File: src/rtl/rvc_consts.vh
// Offsets, field positions and reset values of the rail voltage code bank.
// Assumes an 8-bit register access port supplied by the serial bus logic.
`ifndef RVC_CONSTS_VH
`define RVC_CONSTS_VH

`define RVC_ADDR_W 8
`define RVC_DATA_W 8
`define RVC_CODE_W 7
`define RVC_OFF_R4_SLEEP 8'h95
`define RVC_OFF_R5_NORMAL 8'h96
`define RVC_OFF_R5_SLEEP 8'h97
`define RVC_OFF_R6_NORMAL 8'h98
`define RVC_OFF_R6_SLEEP 8'h99
`define RVC_CODE_MSB 7
`define RVC_CODE_LSB 1
`define RVC_FALL_BIT 0
`define RVC_RESET_VALUE 8'h00

`endif

File: src/rtl/rvc_code_select.v
// Picks the sleep code or the normal code of one rail.
// Assumes the sleep level is already in the MCLK domain.
`timescale 1ns/1ps
`default_nettype none
module rvc_code_select #(
  parameter CODE_W = 7
) (
  input wire mclk,
  input wire rst_n,
  input wire sleep,
  input wire [CODE_W-1:0] normal_code,
  input wire [CODE_W-1:0] sleep_code,
  output reg [CODE_W-1:0] active_code
);
  always @(posedge mclk or negedge rst_n) begin
    if (!rst_n) begin
      active_code <= {CODE_W{1'b0}};
    end else begin
      active_code <= sleep ? sleep_code : normal_code;
    end
  end
endmodule // rvc_code_select
`default_nettype wire

File: src/rtl/rvc_rail_voltage_regs.v
// Register bank of sleep voltage codes for rails 4, 5 and 6 and normal voltage codes for rails 5 and 6.
// Assumes a serial bus front end presenting one-cycle write/read strobes
// with an 8-bit offset, all on MCLK; sleep inputs come from pins.
`timescale 1ns/1ps
`default_nettype none
`include "rvc_consts.vh"

// What this block does
// Rail 4 sleep register bits 7:1 hold the 25 mV step sleep code.
// Rail 5 normal register at 96h bits 7:1 hold its 25 mV normal code.
// Rail 5 sleep register at 97h holds the sleep code; bit 0 reads 0.
// Bit 0 of rail 5 and 6 normal registers picks slew (0) or decay (1).
// Rail 6 normal register at 98h holds a code read in 10 or 25 mV steps.
// Rail 6 sleep register at 99h holds its sleep code; bit 0 reads 0.
// Rail 4 sleep register sits at 95h, bit 0 reserved and read-only.
// A rail uses its sleep code only while asleep, else its normal code.
module rvc_rail_voltage_regs #(
  parameter CODE_W = `RVC_CODE_W
) (
  input wire MCLK,
  input wire RST_N,
  input wire WR_EN,
  input wire RD_EN,
  input wire [`RVC_ADDR_W-1:0] ADDR,
  input wire [`RVC_DATA_W-1:0] WDATA,
  input wire RAIL4_SLEEP,
  input wire RAIL5_SLEEP,
  input wire RAIL6_SLEEP,
  input wire [CODE_W-1:0] RAIL4_NORMAL_CODE,
  output reg [`RVC_DATA_W-1:0] RDATA,
  output reg RDATA_VALID,
  output wire [CODE_W-1:0] RAIL4_CODE,
  output wire [CODE_W-1:0] RAIL5_CODE,
  output wire [CODE_W-1:0] RAIL6_CODE,
  output reg RAIL5_FREE_FALL,
  output reg RAIL6_FREE_FALL
);
  reg [CODE_W-1:0] rail4_sleep_voltage_code;
  reg [CODE_W-1:0] rail5_normal_voltage_code;
  reg [CODE_W-1:0] rail5_sleep_voltage_code;
  reg [CODE_W-1:0] rail6_normal_voltage_code;
  reg [CODE_W-1:0] rail6_sleep_voltage_code;
  reg [2:0] sleep_meta;
  reg [2:0] sleep_sync;
  reg [`RVC_DATA_W-1:0] next_rdata;

  // Sleep pins are asynchronous; two flops before use
  always @(posedge MCLK or negedge RST_N) begin
    if (!RST_N) begin
      sleep_meta <= 3'h0;
      sleep_sync <= 3'h0;
    end else begin
      sleep_meta <= {RAIL6_SLEEP, RAIL5_SLEEP, RAIL4_SLEEP};
      sleep_sync <= sleep_meta;
    end
  end

  always @(posedge MCLK or negedge RST_N) begin
    if (!RST_N) begin
      rail4_sleep_voltage_code <= {CODE_W{1'b0}};
      rail5_normal_voltage_code <= {CODE_W{1'b0}};
      rail5_sleep_voltage_code <= {CODE_W{1'b0}};
      rail6_normal_voltage_code <= {CODE_W{1'b0}};
      rail6_sleep_voltage_code <= {CODE_W{1'b0}};
      RAIL5_FREE_FALL <= 1'b0;
      RAIL6_FREE_FALL <= 1'b0;
    end else if (WR_EN) begin
      case (ADDR)
        `RVC_OFF_R4_SLEEP: begin
          // Bit 0 reserved, write ignored
          rail4_sleep_voltage_code <=
            WDATA[`RVC_CODE_MSB:`RVC_CODE_LSB];
        end
        `RVC_OFF_R5_NORMAL: begin
          rail5_normal_voltage_code <=
            WDATA[`RVC_CODE_MSB:`RVC_CODE_LSB];
          RAIL5_FREE_FALL <= WDATA[`RVC_FALL_BIT];
        end
        `RVC_OFF_R5_SLEEP: begin
          rail5_sleep_voltage_code <=
            WDATA[`RVC_CODE_MSB:`RVC_CODE_LSB];
        end
        `RVC_OFF_R6_NORMAL: begin
          // Step range is chosen elsewhere; code stored as is
          rail6_normal_voltage_code <=
            WDATA[`RVC_CODE_MSB:`RVC_CODE_LSB];
          RAIL6_FREE_FALL <= WDATA[`RVC_FALL_BIT];
        end
        `RVC_OFF_R6_SLEEP: begin
          rail6_sleep_voltage_code <=
            WDATA[`RVC_CODE_MSB:`RVC_CODE_LSB];
        end
        default: begin
        end
      endcase
    end
  end

  always @* begin
    case (ADDR)
      `RVC_OFF_R4_SLEEP: next_rdata = {rail4_sleep_voltage_code, 1'b0};
      `RVC_OFF_R5_NORMAL:
        next_rdata = {rail5_normal_voltage_code, RAIL5_FREE_FALL};
      `RVC_OFF_R5_SLEEP: next_rdata = {rail5_sleep_voltage_code, 1'b0};
      `RVC_OFF_R6_NORMAL:
        next_rdata = {rail6_normal_voltage_code, RAIL6_FREE_FALL};
      `RVC_OFF_R6_SLEEP: next_rdata = {rail6_sleep_voltage_code, 1'b0};
      default: next_rdata = `RVC_RESET_VALUE;
    endcase
  end

  always @(posedge MCLK or negedge RST_N) begin
    if (!RST_N) begin
      RDATA <= `RVC_RESET_VALUE;
      RDATA_VALID <= 1'b0;
    end else begin
      RDATA_VALID <= RD_EN;
      if (RD_EN) begin
        RDATA <= next_rdata;
      end
    end
  end

  rvc_code_select #(.CODE_W(CODE_W)) u_sel4 (
    .mclk(MCLK),
    .rst_n(RST_N),
    .sleep(sleep_sync[0]),
    .normal_code(RAIL4_NORMAL_CODE),
    .sleep_code(rail4_sleep_voltage_code),
    .active_code(RAIL4_CODE)
  );
  rvc_code_select #(.CODE_W(CODE_W)) u_sel5 (
    .mclk(MCLK),
    .rst_n(RST_N),
    .sleep(sleep_sync[1]),
    .normal_code(rail5_normal_voltage_code),
    .sleep_code(rail5_sleep_voltage_code),
    .active_code(RAIL5_CODE)
  );
  rvc_code_select #(.CODE_W(CODE_W)) u_sel6 (
    .mclk(MCLK),
    .rst_n(RST_N),
    .sleep(sleep_sync[2]),
    .normal_code(rail6_normal_voltage_code),
    .sleep_code(rail6_sleep_voltage_code),
    .active_code(RAIL6_CODE)
  );
endmodule // rvc_rail_voltage_regs
`default_nettype wire

File: config.mk
export PLATFORM = sky130hd
export DESIGN_NAME = rvc_rail_voltage_regs
export DESIGN_NICKNAME = d
export VERILOG_FILES = /design/src/rtl/rvc_code_select.v /design/src/rtl/rvc_rail_voltage_regs.v
export VERILOG_INCLUDE_DIRS = /design/src /design/src/rtl
export SDC_FILE = /design/constraint.sdc
export NUM_CORES = 1
export LEC_CHECK = 0
export BUFFER_PORTS_ARGS = -buffer_cell sky130_fd_sc_hd__buf_2
export CAP_MARGIN = 20
export CORE_MARGIN = 10
export CORE_UTILIZATION = 54
export CTS_CLUSTER_DIAMETER = 40
export DETAILED_ROUTE_END_ITERATION = 12
export GPL_ROUTABILITY_DRIVEN = 0
export GPL_TIMING_DRIVEN = 0
export PLACE_DENSITY = 0.85
export SYNTH_ARGS = -nofsm -noshare
export SYNTH_HDL_FRONTEND = slang
export SYNTH_HIERARCHICAL = 1
export SYNTH_SLANG_ARGS = --single-unit
File: constraint.sdc
create_clock -name MCLK -period 1.75 [get_ports MCLK]
set_clock_uncertainty 0.05 [all_clocks]
set_input_delay 0.35 -clock MCLK [delete_from_list [all_inputs] [get_ports MCLK]]
set_output_delay 0.35 -clock MCLK [all_outputs]
set_load 0.01 [all_outputs]
==> summary.md <==
| Metric | Value |
|---|---|
| Syn avg cell area | `15.67 um2` |
| Vias | `1879` |
| Total track usage | `15.08%` |
| Final hold vios | `0` |
| Setup TNS | `0 ps` |
| Post-placement worst setup slack | `-425.9 ps` |
| Grt ovf | `0` |
| Vert. Die Dim | `95.79 um` |
| Post-detail-place hpwl | `4.761 mm` |
| Core Area | `5540 um2` |
| Row count | `27` |
| Clock-pin slew on the worst setup and hold paths | `80 ps` |
| Top post-synthesis cells by area | `dfrtp_1 (59%), mux2_2 (19%), mux2_4 (10%)` |
| Area after DPL | `3512 um2` |
| Commonest non-fill, non-tap cell in the layout | `dfrtp_1` |
| Clk root buf | `clkbuf_8` |
| CTS sink cnt | `73` |
| Die area | `9176 um2` |
| Ys Warns | `6` |
| Final min period | `1609 ps` |
| Fin. max-slew vios | `0` |
| First-pass GRT wire length | `10.46 mm` |
| Crit path kind | `in -> reg` |
| Pwr Total | `3.549 mW` |
| Iteration count of the initial detailed-routing pass | `4` |
| MaxCap Viol Count | `0` |
| Status | `finished, final reports clean` |
| Share of layout cells above drive strength 1 | `58.84%` |
| Post-synthesis sequential area ratio | `58.89%` |
| Ordered cell list for the critical path | `clkbuf_2 > nor2b_1 > and3_1 > buf_4 > mux2_2` |
| Slowest-stage cell, CP | `nor2b_1` |
| Wirelength per Cell | `18.92 um` |
| Crit share post-route | `91.94%` |
| Final instance area | `3746 um2` |
| HP Class | `in -> reg` |
| Storage cell area | `1827 um2` |
| Clock Tree Buf Depth | `2` |
| Maximum VDD drop | `603.1 uV` |
| Yosys cell types | `25` |
| Number of fill cells | `425` |
| Most frequent cells in the layout | `dfrtp_1 (73), buf_2 (61), mux2_2 (49)` |
| Final setup fails | `0` |
| Number of DRC markers in iteration 0 | `79` |
| Post-Syn Area | `3102 um2` |
| CP Data Arrival Time | `1780 ps` |
| Power Density | `947.3 nW/um2` |
| Hold Buf Count CTS | `0` |
| Worst Setup Start Kind | `primary input` |
| LEAKAGE | `1.957 nW` |
| Number of I/O port buffers | `60` |
| Post-layout util | `67.62%` |
| Avg Vias per Cell | `5.384` |
| Clk_lat worst skew | `340 ps` |
| Routed wire length | `6.604 mm` |
| Area leader, netlist | `dfrtp_1` |
| Total I/O pin count | `62` |
| Mapped Nets | `228` |
| Chip width | `95.79 um` |
| Initial core utilization | `55.98%` |
| RSZ-0062 raised after global routing | `false` |
| Vias in the first global route | `2008` |
| Fmax | `0.6215 GHz` |
| Post-Syn Instances | `198` |
| ANT nets after route | `0` |
| Share of the synthesized area in the top cell type | `58.89%` |
| CTS tree | `yes` |
| Worst Path Required | `1920 ps` |
| Initial antenna violation count | `0` |
| Setup ws final | `141.0 ps` |
| H-tree depth | `3` |
| Nets | `302` |
| DRC viols | `0` |
| Largest net degree at the start of global routing | `74` |
| # diodes | `0` |
| #FFs+latches synth | `73` |
| Area of the multi-input gates | `1215 um2` |
| Worst-Margin Slew | `889.3 ps` |
| Endpoint class of the critical path | `flip-flop` |
| Max incr delay on CP | `430 ps` |
| Crit Path Max Fanout | `10` |
| Max_slew headroom | `40.71%` |
| P&R area growth vs syn | `20.77%` |
| TritonCTS buffer count | `9` |
-- metrics by stage --
stage / instances / hold slack [ps]
CTS: 348 / 41.97
global placement: 330 / 282.7
global route: 349 / 39.99
floorplan: 198 / 4.409
finish: 349 / 54.06
detailed placement: 330 / 285.8
-- report_power, final --
group,total [mW],internal (mW),switching [mW],leakage [nW]
Combinational,0.339,0.171,0.168,0.876
Clock,1.39,0.795,0.595,0.106
Sequential,1.82,1.77,0.0469,0.975
-- cells by family after synthesis --
group	Yosys count	synth area share (%)
flops	73	58.89
mux	72	28.68
compound gates	21	4.760
simple gates	21	5.284
buf+inv	11	2.380
-- critical path, delay by kind of cell --
family                 cells  cell delay, ps
buffers and inverters      2             430
muxes                      1             350
and+or+nand+nor            2             650
-- timing repair --
| item | 4_1_cts | 5_1_grt |
|---|---|---|
| hold endpoints to repair | 0 | 0 |
| endpoints found under the setup margin | 21 | 14 |
| setup buffers | 2 | 1 |
| gates resized for setup | 1 | 0 |
| pin swaps | 1 | 1 |
-- state kept, by name, summed over array words and instances (netlist names), 3 cells and up --
signal,flops
sleep_sync,3
rail6_normal_voltage_code,7
rail5_sleep_voltage_code,7
u_sel6/active_code,7
sleep_meta,3
rail6_sleep_voltage_code,7
u_sel4/active_code,7
rail4_sleep_voltage_code,7
RDATA,8
u_sel5/active_code,7
rail5_normal_voltage_code,7
-- final timing paths --
kind	depth (start not counted)	end	slack [ps]	start
max	5	rail4_sleep_voltage_code[2]	140	ADDR[0]
min	1	sleep_meta[2]	50	RAIL6_SLEEP
max reg2reg	4	RDATA[6]	370	rail5_sleep_voltage_code[5]
min reg2reg	0	sleep_sync[0]	300	sleep_meta[0]
max in group asynchronous	1	u_sel5/active_code[3]	1000	RST_N
min in group asynchronous	1	rail6_sleep_voltage_code[5]	90	RST_N
-- area by class of cell --
type	count	area share (%)
Buffer	10	2.004
Clock buffer	10	3.407
Clock inverter	6	2.204
Inverter	1	0.1002
Multi-Input combinational cell	114	32.43
Sequential cell	73	48.76
Tap cell	72	2.405
Timing Repair Buffer	63	8.684
-- synthesized netlist by cell type, drive strengths merged --
master / number
nor4b: 1
a32oi: 1
a22o: 5
nand2: 1
a22oi: 7
nor2b: 1
buf: 8
clkbuf: 2
inv: 1
mux2: 72
a31oi: 2
nor2: 9
nor3b: 1
nand3: 4
dfrtp: 73
and4: 1
and3: 1
nand4bb: 2
a21oi: 6
-- per-layer routing --
metal | GRT usage [%] | wire [um]
met4 | 5.774 | 49
met3 | 4.903 | 418
met2 | 26.02 | 3521
met1 | 17.00 | 2614
met5 | 0 | 0
Power figures use the tool's default switching activity.
